--- config.mk ---
export PLATFORM = sky130hd
export DESIGN_NAME = video_input_capture
export DESIGN_NICKNAME = d
export VERILOG_FILES = /design/src/core/pin_sync.v /design/src/core/video_input_capture.v
export VERILOG_INCLUDE_DIRS = /design/src /design/src/core
export SDC_FILE = /design/constraint.sdc
export NUM_CORES = 1
export LEC_CHECK = 0
export BUFFER_PORTS_ARGS = -buffer_cell sky130_fd_sc_hd__buf_2
export CAP_MARGIN = 5
export CORE_MARGIN = 2
export CORE_UTILIZATION = 55
export DETAILED_ROUTE_END_ITERATION = 8
export PLACE_DENSITY_LB_ADDON = 0.2
export SYNTH_ARGS = -nofsm -noshare
export SYNTH_HDL_FRONTEND = slang
export SYNTH_SLANG_ARGS = --single-unit
--- constraint.sdc ---
create_clock -name clk_sys -period 10.85 [get_ports clk_sys]
set_clock_uncertainty 0.1 [all_clocks]
set_input_delay 1.085 -clock clk_sys [delete_from_list [all_inputs] [get_ports clk_sys]]
set_output_delay 1.085 -clock clk_sys [all_outputs]
set_load 0.02 [all_outputs]
--- src/core/video_capture_consts.vh ---
// Purpose: Shared constants for the video input capture block.
// Assumes: Included by bare name from every design file that needs it.
// Notes:   Times are kept in their own unit; cycle counts derive from the clock period.
`ifndef VIDEO_CAPTURE_CONSTS_VH
`define VIDEO_CAPTURE_CONSTS_VH

// System clock period in ns (50 MHz)
`define VC_SYS_CLK_NS        20

// Least reset pulse the outside world must give, in ns and in cycles (rounded up)
`define VC_RESET_MIN_NS      100
`define VC_RESET_MIN_CYCLES  ((`VC_RESET_MIN_NS + `VC_SYS_CLK_NS - 1) / `VC_SYS_CLK_NS)

// Least host serial clock high time during reset, in ns and in cycles (rounded up)
`define VC_SCLK_HIGH_NS      50
`define VC_SCLK_HIGH_CYCLES  ((`VC_SCLK_HIGH_NS + `VC_SYS_CLK_NS - 1) / `VC_SYS_CLK_NS)

// Rising edges each selected clock must deliver before operation starts
`define VC_START_EDGES       4'h8
`define VC_EDGE_CNT_W        4

// Default counter widths
`define VC_LINE_W            11
`define VC_PIX_W             12

// Colour and pixel widths
`define VC_COLOUR_W          8
`define VC_RGB_W             24
`define VC_PAIR_W            48

// Control reset values: every programmable control bit clears to zero
`define VC_CTL_RESET         1'b0

// Clock select encodings
`define VC_SEL_PRIMARY       1'b0
`define VC_SEL_SECONDARY     1'b1
`define VC_SEL_DISP_ONE      1'b0
`define VC_SEL_DISP_TWO      1'b1

`endif

--- src/core/pin_sync.v ---
// Purpose: Two-flop synchroniser for a group of pin inputs.
// Assumes: Inputs are asynchronous to clk_sys; the group is resampled bit by bit.
// Notes:   Only the second flop feeds downstream logic.
`timescale 1ns/100ps

module pin_sync #(
	parameter WIDTH = 1
) (
	// Clock, reset and enable
	input  wire             clk_sys,
	input  wire             nrst,
	input  wire             clk_en,
	// Asynchronous in, synchronised out
	input  wire [WIDTH-1:0] async_in,
	output reg  [WIDTH-1:0] sync_out
);

	reg [WIDTH-1:0] meta;

	// First stage is read by the second stage only
	always @(posedge clk_sys or negedge nrst) begin
		if (!nrst) begin
			meta     <= {WIDTH{1'b0}};
			sync_out <= {WIDTH{1'b0}};
		end else if (clk_en) begin
			meta     <= async_in;
			sync_out <= meta;
		end
	end

endmodule // pin_sync

--- src/core/video_input_capture.v ---
// Purpose: Input port front end of a video scaler: primary and secondary pixel ports.
// Assumes: All pixel-side pins are asynchronous and oversampled by clk_sys.
// Notes:   Pixel clocks must stay well below half of clk_sys for edges to be seen.
//
// Summary of operation
// - Reset clears all programmable control to zero
// - Wait eight edges on both selected clocks
// - Reset selects primary clock, display clock one
// - Secondary port has own clock, selectable edge
// - Secondary samples only on qualified edges
// - Primary samples only on qualified edges
// - Primary sampling edge is programmable
// - Double pixel: left secondary, right primary
// - Active samples per line always even
// - Vertical sync on qualified cycle starts field
// - Sync active levels are programmable
// - Horizontal sync prepares next line
// - Each line waits for its horizontal sync
// - Odd indicator picks odd or even start
// - Progressive sources treat every field odd
// - Odd indicator polarity programmable, high default
`timescale 1ns/100ps
`include "video_capture_consts.vh"

module video_input_capture #(
	parameter LINE_W = `VC_LINE_W,
	parameter PIX_W  = `VC_PIX_W
) (
	// System clock, reset and enable
	input  wire                     clk_sys,
	input  wire                     nrst,
	input  wire                     clk_en,
	// Primary port pins
	input  wire                     primary_pixel_clock,
	input  wire                     primary_clock_qualifier,
	input  wire                     primary_vertical_sync,
	input  wire                     primary_horizontal_sync,
	input  wire [`VC_COLOUR_W-1:0]  primary_red_bus,
	input  wire [`VC_COLOUR_W-1:0]  primary_green_bus,
	input  wire [`VC_COLOUR_W-1:0]  primary_blue_bus,
	input  wire [`VC_COLOUR_W-1:0]  primary_luma_bus,
	input  wire [`VC_COLOUR_W-1:0]  primary_chroma_bus,
	input  wire                     odd_field_indicator,
	// Secondary port pins
	input  wire                     secondary_pixel_clock,
	input  wire                     secondary_clock_qualifier,
	input  wire                     secondary_vertical_sync,
	input  wire                     secondary_horizontal_sync,
	input  wire [`VC_COLOUR_W-1:0]  secondary_red_bus,
	input  wire [`VC_COLOUR_W-1:0]  secondary_green_bus,
	input  wire [`VC_COLOUR_W-1:0]  secondary_blue_bus,
	// Display reference clocks
	input  wire                     display_ref_clock_one,
	input  wire                     display_ref_clock_two,
	// Host control settings, taken while control_load is high
	input  wire                     control_load,
	input  wire                     input_clock_select,
	input  wire                     display_clock_select,
	input  wire                     primary_falling_edge,
	input  wire                     secondary_falling_edge,
	input  wire                     vsync_active_low,
	input  wire                     hsync_active_low,
	input  wire                     odd_active_low,
	input  wire                     interlaced,
	input  wire                     double_pixel,
	input  wire                     yuv_mode,
	input  wire [LINE_W-1:0]        odd_field_vertical_start,
	input  wire [LINE_W-1:0]        even_field_vertical_start,
	input  wire [PIX_W-1:0]         active_h_start,
	input  wire [PIX_W-1:0]         active_width,
	// Status and captured stream
	output reg                      capture_ready,
	output reg                      field_start,
	output reg                      line_start,
	output reg                      field_odd,
	output reg                      line_active,
	output reg  [LINE_W-1:0]        line_number,
	output reg                      pixel_valid,
	output reg                      pixel_pair,
	output reg  [`VC_PAIR_W-1:0]    pixel_data
);

	localparam P_W = 5 + 5 * `VC_COLOUR_W;
	localparam S_W = 4 + 3 * `VC_COLOUR_W;

	// Held control settings
	reg              ctl_input_sel;
	reg              ctl_disp_sel;
	reg              ctl_p_fall;
	reg              ctl_s_fall;
	reg              ctl_vs_low;
	reg              ctl_hs_low;
	reg              ctl_odd_low;
	reg              ctl_interlaced;
	reg              ctl_double;
	reg              ctl_yuv;
	reg [LINE_W-1:0] ctl_odd_start;
	reg [LINE_W-1:0] ctl_even_start;
	reg [PIX_W-1:0]  ctl_h_start;
	reg [PIX_W-1:0]  ctl_width;

	// Synchronised pin groups
	wire [P_W-1:0]   p_sync;
	wire [S_W-1:0]   s_sync;
	wire [1:0]       d_sync;

	// Previous clock levels for edge finding
	reg              p_clk_prev;
	reg              s_clk_prev;
	reg              d1_prev;
	reg              d2_prev;

	// Start-up edge counters, and a settle count while the edge history fills with real pin levels
	reg [1:0]                settle;
	reg [`VC_EDGE_CNT_W-1:0] in_edges;
	reg [`VC_EDGE_CNT_W-1:0] disp_edges;

	// Sync history and line state
	reg              vs_prev;
	reg              hs_prev;
	reg              line_open;
	reg [PIX_W-1:0]  pixel_count;

	// Primary group: clock, qualifier, syncs, odd, red, green, blue, luma, chroma
	pin_sync #(.WIDTH(P_W)) u_sync_primary (
		.clk_sys  (clk_sys),
		.nrst     (nrst),
		.clk_en   (clk_en),
		.async_in ({primary_pixel_clock, primary_clock_qualifier, primary_vertical_sync,
		            primary_horizontal_sync, odd_field_indicator, primary_red_bus,
		            primary_green_bus, primary_blue_bus, primary_luma_bus, primary_chroma_bus}),
		.sync_out (p_sync)
	);

	// Secondary group: clock, qualifier, syncs, red, green, blue
	pin_sync #(.WIDTH(S_W)) u_sync_secondary (
		.clk_sys  (clk_sys),
		.nrst     (nrst),
		.clk_en   (clk_en),
		.async_in ({secondary_pixel_clock, secondary_clock_qualifier, secondary_vertical_sync,
		            secondary_horizontal_sync, secondary_red_bus, secondary_green_bus,
		            secondary_blue_bus}),
		.sync_out (s_sync)
	);

	// Display reference clocks
	pin_sync #(.WIDTH(2)) u_sync_display (
		.clk_sys  (clk_sys),
		.nrst     (nrst),
		.clk_en   (clk_en),
		.async_in ({display_ref_clock_two, display_ref_clock_one}),
		.sync_out (d_sync)
	);

	// Unpack synchronised primary pins
	wire                    p_clk   = p_sync[P_W-1];
	wire                    p_qual  = p_sync[P_W-2];
	wire                    p_vs    = p_sync[P_W-3];
	wire                    p_hs    = p_sync[P_W-4];
	wire                    p_odd   = p_sync[P_W-5];
	wire [`VC_RGB_W-1:0]    p_rgb   = p_sync[P_W-6 -: `VC_RGB_W];
	wire [`VC_COLOUR_W-1:0] p_luma  = p_sync[2*`VC_COLOUR_W-1 -: `VC_COLOUR_W];
	wire [`VC_COLOUR_W-1:0] p_chrom = p_sync[`VC_COLOUR_W-1:0];

	// Unpack synchronised secondary pins
	wire                    s_clk   = s_sync[S_W-1];
	wire                    s_qual  = s_sync[S_W-2];
	wire                    s_vs    = s_sync[S_W-3];
	wire                    s_hs    = s_sync[S_W-4];
	wire [`VC_RGB_W-1:0]    s_rgb   = s_sync[`VC_RGB_W-1:0];

	// Edge finding on the synchronised clocks
	wire p_rise = p_clk & ~p_clk_prev;
	wire p_fall = ~p_clk & p_clk_prev;
	wire s_rise = s_clk & ~s_clk_prev;
	wire s_fall = ~s_clk & s_clk_prev;
	wire d1_rise = d_sync[0] & ~d1_prev;
	wire d2_rise = d_sync[1] & ~d2_prev;

	// Programmed sampling edge of each port
	wire p_edge = ctl_p_fall ? p_fall : p_rise;
	wire s_edge = ctl_s_fall ? s_fall : s_rise;

	// Double pixel mode runs both halves from the secondary clock and controls
	wire use_secondary = (ctl_input_sel == `VC_SEL_SECONDARY) | ctl_double;

	// A sample is taken only on a qualified selected edge
	wire qualified = capture_ready & (use_secondary ? (s_edge & s_qual)
	                                                : (p_edge & p_qual));

	// Start-up edges from the selected input and display clocks; the flops clear low in reset,
	// so a clock already high at release would look like a rising edge until they have settled
	wire primed    = (settle == 2'h3);
	wire in_rise   = primed & (use_secondary ? s_rise : p_rise);
	wire disp_rise = primed & ((ctl_disp_sel == `VC_SEL_DISP_TWO) ? d2_rise : d1_rise);

	// Sync and odd levels folded to active-high
	wire vs_level  = (use_secondary ? s_vs : p_vs) ^ ctl_vs_low;
	wire hs_level  = (use_secondary ? s_hs : p_hs) ^ ctl_hs_low;
	wire odd_level = p_odd ^ ctl_odd_low;

	// Transition from inactive to active between qualified samples
	wire vs_start = qualified & vs_level & ~vs_prev;
	wire hs_start = qualified & hs_level & ~hs_prev;

	// Field parity and the vertical start it selects
	wire parity_odd = ~ctl_interlaced | odd_level;
	wire [LINE_W-1:0] v_start = parity_odd ? ctl_odd_start : ctl_even_start;
	wire [LINE_W-1:0] next_line = line_number + {{(LINE_W-1){1'b0}}, 1'b1};

	// Horizontal window with the width forced even
	wire [PIX_W-1:0] width_even = {ctl_width[PIX_W-1:1], 1'b0};
	wire [PIX_W:0]   h_end      = {1'b0, ctl_h_start} + {1'b0, width_even};
	wire [PIX_W:0]   pix_ext    = {1'b0, pixel_count};
	wire             in_hwin    = (pix_ext >= {1'b0, ctl_h_start}) & (pix_ext < h_end);
	wire             last_pixel = (pix_ext + {{PIX_W{1'b0}}, 1'b1}) >= h_end;
	wire             take_pixel = qualified & line_open & line_active & ~hs_start & ~vs_start & in_hwin;

	// Control settings, cleared by reset so that primary and display one are selected
	always @(posedge clk_sys or negedge nrst) begin
		if (!nrst) begin
			ctl_input_sel  <= `VC_SEL_PRIMARY;
			ctl_disp_sel   <= `VC_SEL_DISP_ONE;
			ctl_p_fall     <= `VC_CTL_RESET;
			ctl_s_fall     <= `VC_CTL_RESET;
			ctl_vs_low     <= `VC_CTL_RESET;
			ctl_hs_low     <= `VC_CTL_RESET;
			ctl_odd_low    <= `VC_CTL_RESET;
			ctl_interlaced <= `VC_CTL_RESET;
			ctl_double     <= `VC_CTL_RESET;
			ctl_yuv        <= `VC_CTL_RESET;
			ctl_odd_start  <= {LINE_W{1'b0}};
			ctl_even_start <= {LINE_W{1'b0}};
			ctl_h_start    <= {PIX_W{1'b0}};
			ctl_width      <= {PIX_W{1'b0}};
		end else if (clk_en && control_load) begin
			ctl_input_sel  <= input_clock_select;
			ctl_disp_sel   <= display_clock_select;
			ctl_p_fall     <= primary_falling_edge;
			ctl_s_fall     <= secondary_falling_edge;
			ctl_vs_low     <= vsync_active_low;
			ctl_hs_low     <= hsync_active_low;
			ctl_odd_low    <= odd_active_low;
			ctl_interlaced <= interlaced;
			ctl_double     <= double_pixel;
			ctl_yuv        <= yuv_mode;
			ctl_odd_start  <= odd_field_vertical_start;
			ctl_even_start <= even_field_vertical_start;
			ctl_h_start    <= active_h_start;
			ctl_width      <= active_width;
		end
	end

	// Clock level history for edge finding
	always @(posedge clk_sys or negedge nrst) begin
		if (!nrst) begin
			p_clk_prev <= 1'b0;
			s_clk_prev <= 1'b0;
			d1_prev    <= 1'b0;
			d2_prev    <= 1'b0;
		end else if (clk_en) begin
			p_clk_prev <= p_clk;
			s_clk_prev <= s_clk;
			d1_prev    <= d_sync[0];
			d2_prev    <= d_sync[1];
		end
	end

	// Start-up: both selected clocks must show eight rising edges
	always @(posedge clk_sys or negedge nrst) begin
		if (!nrst) begin
			settle        <= 2'h0;
			in_edges      <= {`VC_EDGE_CNT_W{1'b0}};
			disp_edges    <= {`VC_EDGE_CNT_W{1'b0}};
			capture_ready <= 1'b0;
		end else if (clk_en) begin
			if (settle != 2'h3)
				settle <= settle + 2'h1;
			if (in_rise && in_edges != `VC_START_EDGES)
				in_edges <= in_edges + {{(`VC_EDGE_CNT_W-1){1'b0}}, 1'b1};
			if (disp_rise && disp_edges != `VC_START_EDGES)
				disp_edges <= disp_edges + {{(`VC_EDGE_CNT_W-1){1'b0}}, 1'b1};
			if (in_edges == `VC_START_EDGES && disp_edges == `VC_START_EDGES)
				capture_ready <= 1'b1;
		end
	end

	// Sync history, updated on qualified samples only
	always @(posedge clk_sys or negedge nrst) begin
		if (!nrst) begin
			vs_prev <= 1'b0;
			hs_prev <= 1'b0;
		end else if (clk_en && qualified) begin
			vs_prev <= vs_level;
			hs_prev <= hs_level;
		end
	end

	// Field and line tracking
	always @(posedge clk_sys or negedge nrst) begin
		if (!nrst) begin
			field_start <= 1'b0;
			line_start  <= 1'b0;
			field_odd   <= 1'b0;
			line_active <= 1'b0;
			line_number <= {LINE_W{1'b0}};
		end else if (clk_en) begin
			field_start <= vs_start;
			line_start  <= hs_start & ~vs_start;
			if (vs_start) begin
				line_number <= {LINE_W{1'b0}};
				line_active <= 1'b0;
			end else if (hs_start) begin
				line_number <= next_line;
				if (next_line == v_start) begin
					line_active <= 1'b1;
					field_odd   <= parity_odd;
				end
			end
		end
	end

	// Per-line pixel counting; the line closes after the window and waits for sync
	always @(posedge clk_sys or negedge nrst) begin
		if (!nrst) begin
			line_open   <= 1'b0;
			pixel_count <= {PIX_W{1'b0}};
		end else if (clk_en) begin
			if (vs_start) begin
				line_open <= 1'b0;
			end else if (hs_start) begin
				line_open   <= 1'b1;
				pixel_count <= {PIX_W{1'b0}};
			end else if (qualified && line_open) begin
				pixel_count <= pixel_count + {{(PIX_W-1){1'b0}}, 1'b1};
				if (in_hwin && last_pixel)
					line_open <= 1'b0;
			end
		end
	end

	// Captured pixel stream
	always @(posedge clk_sys or negedge nrst) begin
		if (!nrst) begin
			pixel_valid <= 1'b0;
			pixel_pair  <= 1'b0;
			pixel_data  <= {`VC_PAIR_W{1'b0}};
		end else if (clk_en) begin
			pixel_valid <= take_pixel;
			if (take_pixel) begin
				pixel_pair <= ctl_double;
				if (ctl_double)
					pixel_data <= {s_rgb, p_rgb};
				else if (use_secondary)
					pixel_data <= {{`VC_RGB_W{1'b0}}, s_rgb};
				else if (ctl_yuv)
					pixel_data <= {{`VC_RGB_W{1'b0}}, p_luma, p_chrom, {`VC_COLOUR_W{1'b0}}};
				else
					pixel_data <= {{`VC_RGB_W{1'b0}}, p_rgb};
			end
		end
	end

endmodule // video_input_capture

==> results.md <==
- Async S/R FF share, synth: 1.00
- Hold_buf cts: 0
- Area of the core: ~24000 um^2
- Largest net degree at the start of global routing: 142
- Library cells used by synthesis: 50
- Post-Syn Instances: between 1000 and 1500
- Detail Placement HPWL: 19.0 mm
- Xor/xnor cell area share of the yosys netlist: 0.0317
- Die H: 161 um
- Worst EP arrival: 6080 ps
- Layout Nets: 1424
- CTS resizes: 0
- Via/cell ratio: 5.53
- Fin. Hold Viols: 0
- Initial antenna violation count: 1
- CTS Buf Count: 31
- Initial Util: 0.558
- Slew headroom: 0.255
- Port Buffer Count: 199
- Clk root buf: clkbuf_16
- DRC viols: 0
- CP Buf/Inv Count: 1
- Ports: 201
- Startpoint Class: register
- Adder-Cell Fraction of Synth Area: 0.0508
- EDFF count, synth: 0
- CTS tree: done
- CP max stage delay: 940 ps
- Die X: 161 um
- Register area share after synthesis: 0.554
- CP Data Required Time: 11260 ps
- Critical-path top delay cell: and2_1
- Pwr/cell area: 178 nW/um^2
- Synthesis-stage register bit count: 300
- Ratio of final minimum period to clock period: 0.522
- Crit. End Element: register
- Portion of netlist area occupied by mux cells: 0.198
- Clock Path Buffers: 3
- Clk sinks: 300
- Post-CTS setup repair buffer count: 0
- Ys Warns: 0
- Die area: around 26000 um^2
- Total grt overflow: 0
- Simple-gate area share of the yosys netlist: 0.0496
- Setup TNS Final: 0 ps
- DRT iter0 DRCs: between 400 and 500
- Final GP Congestion: a little over 0.8
- Final ANT Viol Nets: 0
- Fin worst setup slack: slightly above 5000 ps
- WL/cell: 17.9 um
- Number of fill cells: between 1500 and 2000
- Max Fanout on Critical Path: 33
- Max_cap viols: 0
- Clock-pin slew on the worst setup and hold paths: about 60 ps
- CP Cell Sequence: ha_1 -> fa_1 -> a21o_1 -> a221oi_1 -> o21bai_1 -> a21oi_1 -> xor2_1 -> ha_1 -> a21oi_1 -> o41ai_1 -> maj3_2 -> maj3_2 -> a2111oi_4 -> buf_4 -> and2_1 -> a22o_1
- Finished Layout Cells: 1584
- Post-Place Setup Slack: 5150 ps
- Dpl cells: ~1500
- Vias in the first global route: 9063
- Compound-Gate Fraction of Synth Area: 0.0915
- Min cycle time layout: 5670 ps
- Main synth FF type: dfrtp_1
- Syn Nets: 1228
- RSZ-0062 raised after global routing: false
- Pins Over Slew Limit: 0
- H-Tree Level Count: 1
- Status: completed
- Setup CP Type: register to register
- Total Wirelength: 28.4 mm
- Syn Std Cell Area: 13500 um^2
- Commonest cells after routing, fill and taps aside: dfrtp_1 (300), mux2_2 (227), buf_2 (197)
- Maximum vdd drop: 158 uV
- Main combinational cell family by area after synthesis: multiplexers
- Synth Area per Inst: 13.0 um^2
- Leak: 7.57 nW
- Site Rows: 57
- Cell family with most CP delay: compound AO/OA/AOI/OAI gates
- Max Fclk: 0.176 GHz
- Final setup vio count: 0
- Layout cell share with drive strength beyond 1: 0.395
- Clock Latency Late Sink: 570 ps
- Layout overhead on the synthesized area: 17.3%
- Hold Crit Class: register to register
- Gr usage total: 0.222
- Most common cell after layout, fill and taps aside: dfrtp_1
- First-pass GRT wire length: 46.9 mm
- Actual slew at the worst max-slew pin: 1120 ps
- Vias after detailed routing: 8764
- First-pass DRT Iterations: 4
[cells in the mapped netlist (2+ instances only)]
library cell    n  area share
dfrtp_1       300        0.55
mux2_2        227        0.19
ha_1           50       0.046
o21ai_0        48       0.018
a21oi_1        44       0.016
clkbuf_1       41       0.011
a22o_1         35       0.023
xnor2_1        34       0.022
inv_1          31      0.0086
nand2_1        31      0.0086
nor2_1         28      0.0078
a22oi_1        24       0.013
nor2b_1        22       0.010
nand3_1        20      0.0074
xor2_1         15      0.0097
mux2i_1        13      0.0096
a21o_1          6      0.0033
and3_1          6      0.0028
nand4_1         6      0.0028
a31oi_1         5      0.0023
nor3_1          5      0.0018
buf_2           4      0.0015
nand2b_1        4      0.0018
nor3b_1         4      0.0022
o211ai_1        4      0.0022
o21bai_1        4      0.0022
o41ai_1         3      0.0019
and3b_1         2      0.0013
buf_6           2      0.0017
maj3_1          2      0.0015
maj3_2          2      0.0017
or3_1           2     0.00092
[final timing paths]
kind	startpoint	endpoint	depth (start not counted)	slack, ps
max	ctl_h_start[1]	pixel_data[32]	16	5180
min	disp_edges[3]	disp_edges[3]	1	370
max reg2reg	ctl_h_start[1]	pixel_data[32]	16	5180
min reg2reg	disp_edges[3]	disp_edges[3]	1	370
max in group asynchronous	nrst	u_sync_primary.sync_out[6]	3	8170
min in group asynchronous	nrst	ctl_width[4]	1	460
[logic make-up after synthesis]
group                    after synthesis
multiplexers                         240
flip-flops                           300
XOR/XNOR                              49
AND/OR/NAND/NOR                      134
AO/OA/AOI/OAI                        185
adder cells (fa/ha/maj)               55
buffers and inverters                 79
[metal layers]
| metal | share of wire | track usage |
|---|---|---|
| met3 | 0.074 | 0.0620 |
| met5 | 0.00046 | 0 |
| met1 | 0.44 | 0.304 |
| met2 | 0.47 | 0.361 |
| met4 | 0.014 | 0.0438 |
[flip-flops by register name, summed over array words and instances, names as in the netlist, 2 cells and up]
name,flops
ctl_even_start,11
ctl_h_start,12
ctl_odd_start,11
ctl_width,11
disp_edges,4
in_edges,4
line_number,11
pixel_count,12
pixel_data,48
settle,2
u_sync_display.meta,2
u_sync_display.sync_out,2
u_sync_primary.meta,45
u_sync_primary.sync_out,45
u_sync_secondary.meta,28
u_sync_secondary.sync_out,28
[report_power, final]
group / leakage (nW) / switching [mW] / total (mW) / internal (mW)
Clock: 0.503 / 0.433 / 1.05 / 0.616
Combinational: 3.37 / 0.227 / 0.456 / 0.229
Sequential: 3.69 / 0.0842 / 1.32 / 1.24
Total: 7.57 / 0.744 / 2.83 / 2.09
[final cells by class]
type / count / area [um^2] / share of cell area
multi-input cells: 663 / 5720 / 0.360
well taps: 324 / 405 / 0.0255
inverters: 31 / 116 / 0.00733
clock buffers: 42 / 887 / 0.0559
flip-flops and latches: 300 / 7510 / 0.473
diodes: 2 / 5.00 / 0.000315
clock inverters: 11 / 123 / 0.00772
repair buffers: 211 / 1110 / 0.0702
[metrics by stage]
step / utilization / hold WS (ps) / instance area [um^2] / power, mW
2_1_floorplan: - / 339 / 13500 / 1.65
3_3_place_gp: 0.613 / 352 / 14900 / 1.78
3_5_place_dp: 0.613 / 363 / 14900 / 1.80
4_1_cts: 0.655 / 373 / 15900 / 2.86
5_1_grt: 0.655 / 393 / 15900 / 2.97
6_report: 0.655 / 369 / 15900 / 2.83
No activity file was read; power rests on OpenSTA's default activity.
